===== src/rtl/sshp_pkg.sv =====
// Purpose: Shared constants of the sensor serial host port
// Assumes: 50 MHz system clock
// Notes:   Link timing is given in Hz and derived to cycles
package sshp_pkg;
    localparam int          ADDR_W      = 7;
    localparam int          DATA_W      = 8;
    localparam int          REG_DEPTH   = 128;
    localparam int          SYNC_STAGES = 2;
    localparam logic [5:0]  TW_ADDR_HI  = 6'h34;
    localparam logic [2:0]  BIT_LAST    = 3'h7;
    localparam logic [3:0]  TW_BYTE_END = 4'h8;
    localparam logic [3:0]  TW_MACK_OK  = 4'h9;
    localparam logic [7:0]  REG_RST     = 8'h00;
    localparam int          CLK_HZ      = 50000000;
    localparam int          SCLK_MAX_HZ = 10000000;
    localparam int          SCLK_MIN_CYC = CLK_HZ / SCLK_MAX_HZ;
endpackage : sshp_pkg


===== src/rtl/sshp_reg_if.sv =====
// Purpose: Register access carrier between engine and store
// Assumes: Single clock domain
// Notes:   Read data is combinational from the store
`timescale 1ns/1ps
interface sshp_reg_if;
    logic [sshp_pkg::ADDR_W-1:0] addr;
    logic [sshp_pkg::DATA_W-1:0] wdata;
    logic                        we;
    logic [sshp_pkg::DATA_W-1:0] rdata;
    modport master (output addr, output wdata, output we, input rdata);
    modport store  (input addr, input wdata, input we, output rdata);
endinterface : sshp_reg_if


===== src/rtl/sshp_sync.sv =====
// Purpose: Two-stage synchroniser, one per bit
// Assumes: Inputs asynchronous to clk_sys
// Notes:   Only the second stage is visible outside
`timescale 1ns/1ps
module sshp_sync #(
    parameter int             W       = 4,
    // Idle pin levels, so release of reset shows no false edge or select
    parameter logic [W-1:0]   RST_VAL = '0
) (
    // System
    input  wire logic         clk_sys,
    input  wire logic         nrst,
    // Data
    input  wire logic [W-1:0] din,
    output logic      [W-1:0] dout
);
    logic [W-1:0] meta_r;

    always_ff @(posedge clk_sys or negedge nrst) begin
        if (!nrst) begin
            meta_r <= RST_VAL;
            dout   <= RST_VAL;
        end else begin
            meta_r <= din;
            dout   <= meta_r;
        end
    end
endmodule : sshp_sync


===== src/rtl/sshp_regfile.sv =====
// Purpose: Internal register store reached from the host port
// Assumes: One write port, asynchronous read
// Notes:   Never refuses access, whatever the power mode
`timescale 1ns/1ps
module sshp_regfile (
    // System
    input  wire logic clk_sys,
    input  wire logic nrst,
    // Access
    sshp_reg_if.store bus
);
    logic [sshp_pkg::DATA_W-1:0] mem_r [sshp_pkg::REG_DEPTH];

    assign bus.rdata = mem_r[bus.addr];

    always_ff @(posedge clk_sys or negedge nrst) begin
        if (!nrst) begin
            for (int i = 0; i < sshp_pkg::REG_DEPTH; i++) begin
                mem_r[i] <= sshp_pkg::REG_RST;
            end
        end else if (bus.we) begin
            mem_r[bus.addr] <= bus.wdata;
        end
    end
endmodule : sshp_regfile


===== src/rtl/sshp_top.sv =====
// Purpose: Host port: two-wire and four-wire slave to registers
// Assumes: Link clock at most a fifth of clk_sys
// Notes:   Pins are sampled, so link edges lag by three cycles
//
// How it works
// - Two-wire frame opens when data falls while clock is high.
// - Two-wire frame closes when data rises while clock is high.
// - Receiver acknowledges by pulling data low on the ninth clock.
// - Data left high on the ninth clock is a not-acknowledge.
// - Four-wire port is slave only; never drives the clock.
// - Serial data output is released while select is high.
// - Four-wire bytes move most significant bit first.
// - Receiver samples four-wire data on clock rising edge.
// - Transmitter changes four-wire data on clock falling edge.
// - Four-wire transfer is a command byte plus data bytes.
// - First four-wire byte is the command, later bytes are data.
// - Command bit 7 set means read, clear means write.
// - Command bits 6 to 0 form the register address.
// - Single and burst reads and writes, data bits 7 to 0.
// - Register store never refuses access; two-wire frames are ignored while disabled.
// - Two-wire address is 110100 plus the address pin level.
// - Two-wire burst write advances the register address.
`timescale 1ns/1ps
module sshp_top #(
    parameter int REG_DEPTH = sshp_pkg::REG_DEPTH
) (
    // System
    input  wire logic       clk_sys,
    input  wire logic       nrst,
    // Shared clock pin
    input  wire logic       scl_sclk_i,
    // Shared data pin, open-drain in two-wire use
    input  wire logic       sda_sdi_i,
    output logic            sda_o,
    output logic            sda_oe,
    // Address strap pin doubling as serial data output
    input  wire logic       address_lsb_pin,
    output logic            sdo_o,
    output logic            sdo_oe,
    // Four-wire select
    input  wire logic       slave_select_low,
    // Configuration from the register space
    input  wire logic       two_wire_port_disable,
    // Write notice to the core
    output logic            reg_wr_pulse,
    output logic [6:0]      reg_wr_addr,
    output logic [7:0]      reg_wr_data
);
    if (REG_DEPTH != (1 << sshp_pkg::ADDR_W)) begin : g_chk
        $error("REG_DEPTH must equal 2**ADDR_W");
    end

    ////////////////////////////////////////////////////////////////
    // Pin sampling and edge detection

    logic [3:0] pin_s;
    logic       scl_d_r;
    logic       sda_d_r;
    logic       scl_s;
    logic       sda_s;
    logic       ad0_s;
    logic       cs_n_s;
    logic       scl_rise;
    logic       scl_fall;
    logic       tw_start;
    logic       tw_stop;

    sshp_sync #(.W(4), .RST_VAL(4'hD)) u_sync (
        .clk_sys (clk_sys),
        .nrst    (nrst),
        .din     ({scl_sclk_i, sda_sdi_i, address_lsb_pin,
                   slave_select_low}),
        .dout    (pin_s)
    );

    assign scl_s  = pin_s[3];
    assign sda_s  = pin_s[2];
    assign ad0_s  = pin_s[1];
    assign cs_n_s = pin_s[0];

    always_ff @(posedge clk_sys or negedge nrst) begin
        if (!nrst) begin
            scl_d_r <= 1'b1;
            sda_d_r <= 1'b1;
        end else begin
            scl_d_r <= scl_s;
            sda_d_r <= sda_s;
        end
    end

    assign scl_rise = scl_s & ~scl_d_r;
    assign scl_fall = ~scl_s & scl_d_r;
    assign tw_start = scl_s & scl_d_r & sda_d_r & ~sda_s;
    assign tw_stop  = scl_s & scl_d_r & ~sda_d_r & sda_s;

    ////////////////////////////////////////////////////////////////
    // Register store

    sshp_reg_if rif ();

    sshp_regfile u_regs (
        .clk_sys (clk_sys),
        .nrst    (nrst),
        .bus     (rif.store)
    );

    ////////////////////////////////////////////////////////////////
    // Four-wire engine; only samples the clock, never drives it

    logic [2:0] sp_bits_r, sp_bits_nxt;
    logic [7:0] sp_sh_r, sp_sh_nxt;
    logic [7:0] sp_tx_r, sp_tx_nxt;
    logic [6:0] sp_addr_r, sp_addr_nxt;
    logic       sp_first_r, sp_first_nxt;
    logic       sp_rd_r, sp_rd_nxt;
    logic       sp_load_r, sp_load_nxt;
    logic       sp_we_r, sp_we_nxt;
    logic [6:0] sp_wa_r, sp_wa_nxt;
    logic [7:0] sp_wd_r, sp_wd_nxt;
    logic       sdo_r, sdo_nxt;
    logic       sdo_oe_r, sdo_oe_nxt;
    logic [7:0] sp_byte;

    assign sp_byte = {sp_sh_r[6:0], sda_s};

    always_comb begin
        sp_bits_nxt  = sp_bits_r;
        sp_sh_nxt    = sp_sh_r;
        sp_tx_nxt    = sp_tx_r;
        sp_addr_nxt  = sp_addr_r;
        sp_first_nxt = sp_first_r;
        sp_rd_nxt    = sp_rd_r;
        sp_load_nxt  = 1'b0;
        sp_we_nxt    = 1'b0;
        sp_wa_nxt    = sp_wa_r;
        sp_wd_nxt    = sp_wd_r;
        sdo_nxt      = sdo_r;
        sdo_oe_nxt   = 1'b1;
        if (cs_n_s) begin
            sp_bits_nxt  = 3'h0;
            sp_first_nxt = 1'b1;
            sp_tx_nxt    = 8'h00;
            sdo_oe_nxt   = 1'b0;
        end else begin
            if (sp_load_r) begin
                sp_tx_nxt   = rif.rdata;
                sp_addr_nxt = sp_addr_r + 7'h01;
            end
            if (scl_rise) begin
                sp_sh_nxt   = sp_byte;
                sp_bits_nxt = sp_bits_r + 3'h1;
                if (sp_bits_r == sshp_pkg::BIT_LAST) begin
                    if (sp_first_r) begin
                        sp_first_nxt = 1'b0;
                        sp_rd_nxt    = sp_byte[7];
                        sp_addr_nxt  = sp_byte[6:0];
                        sp_load_nxt  = sp_byte[7];
                    end else if (sp_rd_r) begin
                        sp_load_nxt  = 1'b1;
                    end else begin
                        sp_we_nxt    = 1'b1;
                        sp_wa_nxt    = sp_addr_r;
                        sp_wd_nxt    = sp_byte;
                        sp_addr_nxt  = sp_addr_r + 7'h01;
                    end
                end
            end
            if (scl_fall) begin
                sdo_nxt   = sp_tx_r[7];
                sp_tx_nxt = {sp_tx_r[6:0], 1'b0};
            end
        end
    end

    always_ff @(posedge clk_sys or negedge nrst) begin
        if (!nrst) begin
            sp_bits_r  <= 3'h0;
            sp_sh_r    <= 8'h00;
            sp_tx_r    <= 8'h00;
            sp_addr_r  <= 7'h00;
            sp_first_r <= 1'b1;
            sp_rd_r    <= 1'b0;
            sp_load_r  <= 1'b0;
            sp_we_r    <= 1'b0;
            sp_wa_r    <= 7'h00;
            sp_wd_r    <= 8'h00;
            sdo_r      <= 1'b0;
            sdo_oe_r   <= 1'b0;
        end else begin
            sp_bits_r  <= sp_bits_nxt;
            sp_sh_r    <= sp_sh_nxt;
            sp_tx_r    <= sp_tx_nxt;
            sp_addr_r  <= sp_addr_nxt;
            sp_first_r <= sp_first_nxt;
            sp_rd_r    <= sp_rd_nxt;
            sp_load_r  <= sp_load_nxt;
            sp_we_r    <= sp_we_nxt;
            sp_wa_r    <= sp_wa_nxt;
            sp_wd_r    <= sp_wd_nxt;
            sdo_r      <= sdo_nxt;
            sdo_oe_r   <= sdo_oe_nxt;
        end
    end

    ////////////////////////////////////////////////////////////////
    // Two-wire engine; idle while selected on four-wire

    typedef enum logic [6:0] {
        TW_IDLE = 7'h01,
        TW_DEV  = 7'h02,
        TW_IDX  = 7'h04,
        TW_WR   = 7'h08,
        TW_ACKD = 7'h10,
        TW_ACKW = 7'h20,
        TW_RD   = 7'h40
    } sshp_tw_e;

    sshp_tw_e   tw_st_r, tw_st_nxt;
    logic       tw_mack_r, tw_mack_nxt;
    logic [3:0] tw_cnt_r, tw_cnt_nxt;
    logic [7:0] tw_sh_r, tw_sh_nxt;
    logic [7:0] tw_tx_r, tw_tx_nxt;
    logic [6:0] tw_addr_r, tw_addr_nxt;
    logic       tw_rnw_r, tw_rnw_nxt;
    logic       tw_oe_r, tw_oe_nxt;
    logic       tw_we_r, tw_we_nxt;
    logic [6:0] tw_wa_r, tw_wa_nxt;
    logic [7:0] tw_wd_r, tw_wd_nxt;
    logic       ad0_r, ad0_nxt;
    logic       tw_en;
    logic       tw_load;

    // Disable bit guards against stray starts on shared pins
    assign tw_en = cs_n_s & ~two_wire_port_disable;

    always_comb begin
        tw_st_nxt   = tw_st_r;
        tw_mack_nxt = tw_mack_r;
        tw_cnt_nxt  = tw_cnt_r;
        tw_sh_nxt   = tw_sh_r;
        tw_tx_nxt   = tw_tx_r;
        tw_addr_nxt = tw_addr_r;
        tw_rnw_nxt  = tw_rnw_r;
        tw_oe_nxt   = tw_oe_r;
        tw_we_nxt   = 1'b0;
        tw_wa_nxt   = tw_wa_r;
        tw_wd_nxt   = tw_wd_r;
        ad0_nxt     = ad0_r;
        tw_load     = 1'b0;
        if (!tw_en) begin
            tw_st_nxt   = TW_IDLE;
            tw_mack_nxt = 1'b0;
            tw_oe_nxt   = 1'b0;
        end else if (tw_start) begin
            tw_st_nxt   = TW_DEV;
            tw_mack_nxt = 1'b0;
            tw_cnt_nxt  = 4'h0;
            tw_oe_nxt   = 1'b0;
        end else if (tw_stop) begin
            tw_st_nxt   = TW_IDLE;
            tw_mack_nxt = 1'b0;
            tw_oe_nxt   = 1'b0;
        end else if (tw_mack_r) begin
            if (scl_rise) begin
                if (sda_s) begin
                    tw_mack_nxt = 1'b0;
                    tw_st_nxt   = TW_IDLE;
                end else begin
                    tw_cnt_nxt  = sshp_pkg::TW_MACK_OK;
                end
            end else if (scl_fall &&
                         tw_cnt_r == sshp_pkg::TW_MACK_OK) begin
                tw_mack_nxt = 1'b0;
                tw_load     = 1'b1;
            end
        end else begin
            unique case (tw_st_r)
                TW_IDLE: begin
                    ad0_nxt = ad0_s;
                end
                TW_DEV, TW_IDX, TW_WR: begin
                    if (scl_rise) begin
                        tw_sh_nxt  = {tw_sh_r[6:0], sda_s};
                        tw_cnt_nxt = tw_cnt_r + 4'h1;
                    end else if (scl_fall &&
                                 tw_cnt_r == sshp_pkg::TW_BYTE_END) begin
                        tw_cnt_nxt = 4'h0;
                        tw_oe_nxt  = 1'b1;
                        tw_st_nxt  = TW_ACKW;
                        if (tw_st_r == TW_DEV) begin
                            if (tw_sh_r[7:1] ==
                                {sshp_pkg::TW_ADDR_HI, ad0_r}) begin
                                tw_rnw_nxt = tw_sh_r[0];
                                tw_st_nxt  = TW_ACKD;
                            end else begin
                                tw_oe_nxt  = 1'b0;
                                tw_st_nxt  = TW_IDLE;
                            end
                        end else if (tw_st_r == TW_IDX) begin
                            tw_addr_nxt = tw_sh_r[6:0];
                        end else begin
                            tw_we_nxt   = 1'b1;
                            tw_wa_nxt   = tw_addr_r;
                            tw_wd_nxt   = tw_sh_r;
                            tw_addr_nxt = tw_addr_r + 7'h01;
                        end
                    end
                end
                TW_ACKD: begin
                    if (scl_fall) begin
                        tw_oe_nxt = 1'b0;
                        if (tw_rnw_r) begin
                            tw_load = 1'b1;
                        end else begin
                            tw_st_nxt = TW_IDX;
                        end
                    end
                end
                TW_ACKW: begin
                    if (scl_fall) begin
                        tw_oe_nxt = 1'b0;
                        tw_st_nxt = TW_WR;
                    end
                end
                TW_RD: begin
                    if (scl_fall) begin
                        if (tw_cnt_r == sshp_pkg::TW_BYTE_END) begin
                            tw_oe_nxt   = 1'b0;
                            tw_cnt_nxt  = 4'h0;
                            tw_mack_nxt = 1'b1;
                        end else begin
                            tw_oe_nxt  = ~tw_tx_r[7];
                            tw_tx_nxt  = {tw_tx_r[6:0], 1'b0};
                            tw_cnt_nxt = tw_cnt_r + 4'h1;
                        end
                    end
                end
            endcase
        end
        if (tw_load) begin
            tw_st_nxt   = TW_RD;
            tw_oe_nxt   = ~rif.rdata[7];
            tw_tx_nxt   = {rif.rdata[6:0], 1'b0};
            tw_cnt_nxt  = 4'h1;
            tw_addr_nxt = tw_addr_r + 7'h01;
        end
    end

    always_ff @(posedge clk_sys or negedge nrst) begin
        if (!nrst) begin
            tw_st_r   <= TW_IDLE;
            tw_mack_r <= 1'b0;
            tw_cnt_r  <= 4'h0;
            tw_sh_r   <= 8'h00;
            tw_tx_r   <= 8'h00;
            tw_addr_r <= 7'h00;
            tw_rnw_r  <= 1'b0;
            tw_oe_r   <= 1'b0;
            tw_we_r   <= 1'b0;
            tw_wa_r   <= 7'h00;
            tw_wd_r   <= 8'h00;
            ad0_r     <= 1'b0;
        end else begin
            tw_st_r   <= tw_st_nxt;
            tw_mack_r <= tw_mack_nxt;
            tw_cnt_r  <= tw_cnt_nxt;
            tw_sh_r   <= tw_sh_nxt;
            tw_tx_r   <= tw_tx_nxt;
            tw_addr_r <= tw_addr_nxt;
            tw_rnw_r  <= tw_rnw_nxt;
            tw_oe_r   <= tw_oe_nxt;
            tw_we_r   <= tw_we_nxt;
            tw_wa_r   <= tw_wa_nxt;
            tw_wd_r   <= tw_wd_nxt;
            ad0_r     <= ad0_nxt;
        end
    end

    ////////////////////////////////////////////////////////////////
    // Access steering and pin outputs

    // Engines never write together: two-wire idles while selected
    always_comb begin
        rif.we    = sp_we_r | tw_we_r;
        rif.wdata = sp_we_r ? sp_wd_r : tw_wd_r;
        if (sp_we_r) begin
            rif.addr = sp_wa_r;
        end else if (tw_we_r) begin
            rif.addr = tw_wa_r;
        end else if (!cs_n_s) begin
            rif.addr = sp_addr_r;
        end else begin
            rif.addr = tw_addr_r;
        end
    end

    always_ff @(posedge clk_sys or negedge nrst) begin
        if (!nrst) begin
            reg_wr_pulse <= 1'b0;
            reg_wr_addr  <= 7'h00;
            reg_wr_data  <= 8'h00;
            sda_o        <= 1'b0;
        end else begin
            reg_wr_pulse <= rif.we;
            reg_wr_addr  <= rif.addr;
            reg_wr_data  <= rif.wdata;
            sda_o        <= 1'b0;
        end
    end

    assign sda_oe = tw_oe_r;
    assign sdo_o  = sdo_r;
    assign sdo_oe = sdo_oe_r;
endmodule : sshp_top


===== config.mk =====
export PLATFORM = sky130hd
export DESIGN_NAME = sshp_top
export DESIGN_NICKNAME = d
export VERILOG_FILES = /design/src/rtl/sshp_pkg.sv /design/src/rtl/sshp_reg_if.sv /design/src/rtl/sshp_sync.sv /design/src/rtl/sshp_regfile.sv /design/src/rtl/sshp_top.sv
export SDC_FILE = /design/constraint.sdc
export NUM_CORES = 2
export LEC_CHECK = 0
export ABC_AREA = 0
export BUFFER_PORTS_ARGS = -buffer_cell sky130_fd_sc_hd__buf_2
export CAP_MARGIN = 20
export CORE_MARGIN = 2
export CORE_UTILIZATION = 67
export DETAILED_ROUTE_END_ITERATION = 16
export MAX_ROUTING_LAYER = met4
export PLACE_DENSITY = 0.8
export REMOVE_ABC_BUFFERS = 1
export SLEW_MARGIN = 10
export SYNTH_ARGS = -nofsm -noshare
export SYNTH_HDL_FRONTEND = slang
export SYNTH_SLANG_ARGS = --single-unit

===== constraint.sdc =====
create_clock -name clk_sys -period 5.4 [get_ports clk_sys]
set_input_delay 1.08 -clock clk_sys [delete_from_list [all_inputs] [get_ports clk_sys]]
set_output_delay 1.08 -clock clk_sys [all_outputs]
set_load 0.1 [all_outputs]

# Word-level counts from Yosys, hierarchy flattened

Cells that the tools add are included.

Bits in registers: 1,150
Input port bits: 7
Output and inout port bits: 20
Logic and storage cells: 375

Add/subtract/negate cells: 4
Magnitude comparators: 2
Equal/unequal tests: 36
Muxes and demuxes: 120
Bitwise gates (word level): 26
Reduce and logical (&&, ||, !) cells: 28

Operators with widths:

| cell                  | number |
|---|---|
| $bwmux W1024          | 1 |
| $mux W7               | 30 |
| $mux W8               | 15 |
| $bmux W8 S7           | 1 |
| $demux W8 S7          | 1 |
| $mux W1               | 54 |
| $mux W4               | 11 |
| $ne A7 B7 Y1 const B  | 5 |
| $pmux W7 S3           | 1 |
| $ne A6 B6 Y1 const B  | 3 |
| $reduce_and A9 Y1     | 2 |
| $not A1 Y1            | 16 |
| $reduce_and A8 Y1     | 2 |
| $add A7 B1 Y7 const B | 2 |
| $reduce_and A7 Y1     | 2 |
| $reduce_bool A2 Y1    | 7 |
| $ne A6 B5 Y1 const B  | 2 |
| $reduce_and A6 Y1     | 2 |
| $ne A5 B5 Y1 const B  | 2 |
| $reduce_and A5 Y1     | 2 |
| $and A1 B1 Y1         | 8 |
| $eq A4 B4 Y1 const B  | 2 |
| $ge A8 B8 Y1 const B  | 1 |
| $lt A8 B1 Y1 const B  | 1 |
| other kinds (34)      | 43 |

# Logic depth before layout (Yosys ltp)

Depth after elaboration: 11
Mapped depth: 17
Depth with buffers taken out: 11

# Modules after synthesis

A second synthesis with hierarchy kept.

Cell total of the unflattened synthesis: 4,142
Area total of the unflattened synthesis: 53,483.8 µm²

By module, submodules not included:

| module       | times used | cells each | area an instance (µm²) | sequential area each (µm²) |
|---|---|---|---|---|
| sshp_regfile | 1          | 3,544      | 47,330.4               | 25,624.6 |
| sshp_top     | 1          | 590        | 5,945.7                | 2,932.8 |
| sshp_sync    | 1          | 8          | 207.7                  | 207.7 |

# Least setup slack after synthesis

OpenSTA, ideal clock, no wires.

Path kind: reg2reg
Start point: register tw_we_r
End point: register sp_tx_r[1]
Setup time: 0.129 ns
Arrival time: 2.823 ns
Data required time: 5.271 ns
Slack: 2.448 ns
Stages on the path, launching flop included: 15
Buffers on the path: 4
Period minus slack after synthesis: 2.952 ns
Cells stage by stage: dfrtp_1 -> buf_6 -> nor2_4 -> inv_4 -> o211a_1 -> buf_6 -> inv_4 -> buf_6 -> buf_6 -> mux4_2 -> a31oi_1 -> o2111ai_1 -> nand4b_1 -> nor4b_2 -> o21ai_1

Cells in the longest elaborated chain, start to end: 9

RTL lines:

| what                                        | RTL line           | text |
|---|---|---|
| start: declaration                          | sshp_top.sv:226    | `logic tw_we_r, tw_we_nxt;` |
| start signal: assignment                    | sshp_top.sv:372    | `tw_we_r <= tw_we_nxt;` |
| $mux W7                                     | sshp_top.sv:388    | `end else if (tw_we_r) begin` |
| $mux W7                                     | sshp_top.sv:386    | `if (sp_we_r) begin` |
| $not A7 Y8 (not written as such)            | sshp_regfile.sv:14 | `assign bus.rdata = mem_r[bus.addr];` |
| $bmux W8 S7                                 | sshp_regfile.sv:14 |  |
| $mux W8 (not written as such) (2 in series) | sshp_regfile.sv:14 |  |
| $mux W8                                     | sshp_top.sv:145    | `if (sp_load_r) begin` |
| $mux W8                                     | sshp_top.sv:168    | `if (scl_fall) begin` |
| $mux W8                                     | sshp_top.sv:139    | `if (cs_n_s) begin` |
| end signal: assignment                      | sshp_top.sv:192    | `sp_tx_r <= sp_tx_nxt;` |
| end: declaration                            | sshp_top.sv:112    | `logic [7:0] sp_tx_r, sp_tx_nxt;` |

No other way between the ends. The select of a mux whose other input is x is not followed.
A chain may end at the register's enable or synchronous reset.

# Worst setup path after layout

Start point: register sp_we_r
End point: register sp_tx_r[3]

Cells in the longest elaborated chain, start to end: 8

RTL lines:

| what                                        | RTL line           | text |
|---|---|---|
| start: declaration                          | sshp_top.sv:117    | `logic sp_we_r, sp_we_nxt;` |
| start signal: assignment                    | sshp_top.sv:197    | `sp_we_r <= sp_we_nxt;` |
| $mux W7                                     | sshp_top.sv:386    |  |
| $not A7 Y8 (not written as such)            | sshp_regfile.sv:14 |  |
| $bmux W8 S7                                 | sshp_regfile.sv:14 |  |
| $mux W8 (not written as such) (2 in series) | sshp_regfile.sv:14 |  |
| $mux W8                                     | sshp_top.sv:145    |  |
| $mux W8                                     | sshp_top.sv:168    |  |
| $mux W8                                     | sshp_top.sv:139    |  |

No other way between the ends. The select of a mux whose other input is x is not followed.

==> metrics.txt <==
run status finished, final reports clean; routed len/inst 26.4 um; CP max stage delay ~0.73 ns; DRT Wirelength ~170,000 um; Yosys reg bits between 1,000 and 1,500; Cell variety after synth 84; Clock Latency Late Sink around 0.70 ns; starting density of the core between 60 and 70%; Die Wd roughly 280 um; pwr dens about 300 nW/um^2; drt drc 0; vias between 40,000 and 50,000; total congestion overflow 0; Slew Viols, Final 0; min cycle time layout slightly below 5 ns; number of flops mapped to enable cells by yosys 0; Max Cap Viol 0; Port Buffer Count 25; Fmax slightly above 0.2 GHz; die outline height about 280 um; Worst Hold Class flop to flop; Initial DRC Count around 6,500; CTS tree built; DPL Wire Length around 110,000 um; RSZ-0062 raised after global routing false; core footprint around 76,000 um^2; crit-path cells buf_4 -> o221a_2 -> inv_2 -> nand4_1 -> a211o_1 -> a21oi_1 -> a31oi_1 -> nand3_1 -> a2111oi_0 -> buf_4 -> a211oi_1; Least-Margin Pin Slew around 1.2 ns; Worst slew margin 18.8%; CP Class flop to flop; design area roughly 56,000 um^2; Layout Nets between 5,000 and 6,000; Setup Fix Bufs, Post-CTS 0; Synth Instances between 5,000 and 6,000; Routability Congestion between 1 and 1.5; # setup viols final 0; clock skew 0.0201 ns; largest net degree at the start of global routing 133; Post-CTS Hold Fix Bufs 0; Ports 27; CP max-delay cell o221a_2; H-tree levels 3; crit end category flop; WP buf/inv 3; global-route wire length before repair 259,000 um; antenna violations before repair 13; area delta synth->final 10.1%; Longest Clk Path Bufs 3; Main synth FF type dfrtp_1; Num CTS Buffers between 100 and 150; Worst EP arrival 5.51 ns; sequential-to-total area share from yosys stat 56.2%; Via density approximately 7; clock root buffer master clkbuf_16; Leak 25.4 nW; yosys warns 0; critical path launch point type flop; Top Family by Delay on Critical Path compound AO/OA/AOI/OAI gates; fillers around 5,300; Max FO, Critical Path 20; DRT Pass-1 Iters 8; layout cell share with drive strength beyond 1 10.6%; most frequent cells in the layout 1,139 x dfrtp_1, 944 x nand2_1, 844 x a21oi_1; clock-pin slew on the worst setup and hold paths ~0.06 ns; commonest non-fill, non-tap cell in the layout dfrtp_1; clk sink count roughly 1,100; vias in the first global route slightly above 40,000; fin crit share between 90% and 100%; final hold slack about 0.35 ns; Site Rows 101; final hold viol count 0; Post-DP Area roughly 52,000 um^2; Post-DRT Antenna Nets 0; syn avg cell area 9.40 um^2; CP most frequent cell buf_4; total global routing track utilization 45.3%; Post-Syn Area between 50,000 and 60,000 um^2; Post-synth ARST share between 90% and 100%; Req. time, crit path between 5 and 6 ns; Die Footprint around 79,000 um^2; # resized after CTS 0; VDD IR max around 0.28 mV
[state kept, by name, indices dropped and copies added, names as in the netlist, 3 cells and up]
signal,flops
u_regs.mem_r,1024
sp_tx_r,8
sp_addr_r,7
tw_cnt_r,4
tw_st_r,7
reg_wr_addr,7
sp_wd_r,8
sp_bits_r,3
tw_sh_r,8
u_sync.dout,4
sp_sh_r,7
sp_wa_r,7
tw_tx_r,7
tw_wd_r,8
reg_wr_data,8
u_sync.meta_r,4
tw_addr_r,7
tw_wa_r,7
[final cells by class]
type | instances | area [um^2] | area share (%)
sequential | 1149 | 28800 | 51.0
multi-input combinational | 3825 | 20500 | 36.4
clock buffer | 170 | 3450 | 6.12
timing repair buffer | 211 | 1830 | 3.25
tap | 978 | 1220 | 2.17
clock inverter | 36 | 397 | 0.704
inverter | 30 | 140 | 0.249
antenna | 17 | 42.5 | 0.0755
[cell usage after synthesis, types with 6 or more instances]
library cell,n,area [um^2]
nor2b_1,6,37.5
nand4_1,34,213
mux4_2,66,1490
buf_1,21,78.8
a221oi_1,59,517
nor4_1,20,125
o21ai_0,494,2470
a22oi_1,90,676
a21oi_1,844,4220
a32oi_1,12,105
mux2i_1,64,641
and3_1,23,144
or3_1,9,56.3
nand2_1,944,3540
nand3_1,85,425
nor2_1,733,2750
buf_4,25,188
o221ai_1,10,87.6
or4_1,7,52.6
nor3_1,23,115
o211ai_1,9,67.6
dfrtp_1,1139,28500
o21ai_1,7,35.0
a211oi_1,12,90.1
nand2b_1,9,56.3
xor2_1,7,61.3
a211o_1,6,52.6
xnor2_1,9,78.8
a21boi_0,6,45.0
o22ai_1,36,225
clkbuf_1,278,1040
buf_2,102,510
mux2_2,58,653
ha_1,7,87.6
o2111ai_1,8,70.1
buf_6,13,146
inv_1,22,82.6
dfstp_2,10,263
a31oi_1,22,138
a22o_1,15,131
and4_1,6,52.6
[worst register-to-register path: stages, from the launching register on]
cell	delay, ns
dfrtp_1	0.45
buf_4	0.42
o221a_2	0.73
inv_2	0.39
nand4_1	0.64
a211o_1	0.18
a21oi_1	0.04
a31oi_1	0.37
nand3_1	0.56
a2111oi_0	0.69
buf_4	0.27
a211oi_1	0.08
[cells by family (layout without fill, tap and decap cells)]
logic type | count (synthesis) | in the layout | synth area share [%]
xor gates and xnor gates | 16 | 16 | 0.274
other | 1 | 18 | 0.00733
adders and majority gates | 7 | 7 | 0.171
AOI/OAI and AO/OA | 1683 | 1683 | 18.4
DFF | 1149 | 1149 | 56.2
muxes | 188 | 188 | 5.43
and+or+nand+nor | 1930 | 1930 | 15.4
buffers and inverters | 471 | 447 | 4.13
[power breakdown]
part | switching [mW] | internal, mW | total, mW
Combinational | 0.218 | 0.0559 | 0.274
Sequential | 0.0394 | 8.64 | 8.68
Clock | 3.41 | 4.77 | 8.18
[metal layers]
layer / track usage (%) / vias up / wire length, um
li1: - / 18700 / -
met1: 58.8 / 21400 / 62300
met2: 61.9 / 3035 / 72200
met3: 16.2 / 774 / 22700
met4: 25.7 / 0 / 12300
met5: - / - / 0
[final timing paths]
check	start	endpoint	slack [ns]	cells past startpoint
worst min-delay path	u_sync.meta_r[1]	u_sync.dout[1]	0.35	0
worst min register to register	u_sync.meta_r[1]	u_sync.dout[1]	0.35	0
worst max register to register	sp_we_r	sp_tx_r[3]	0.46	11
min in group asynchronous	nrst	reg_wr_data[4]	0.42	1
worst max-delay path	sp_we_r	sp_tx_r[3]	0.46	11
max in group asynchronous	nrst	u_regs.mem_r[310]	3.63	2
[metrics by stage]
stage	worst slack [ns]	total power, mW	std cells	TNS, ns	utilization [%]
after global placement	0.768	9.12	6169	0	68.9
after detailed placement	0.727	9.12	6170	0	68.9
final	0.464	17.1	6416	0	74.3
after floorplan	-4.49	8.89	5004	-1783.11	-
after global routing	0.264	17.5	6413	0	74.3
after CTS	0.687	17.1	6376	0	74.0
Note: power is estimated with default switching activity, not from simulation.
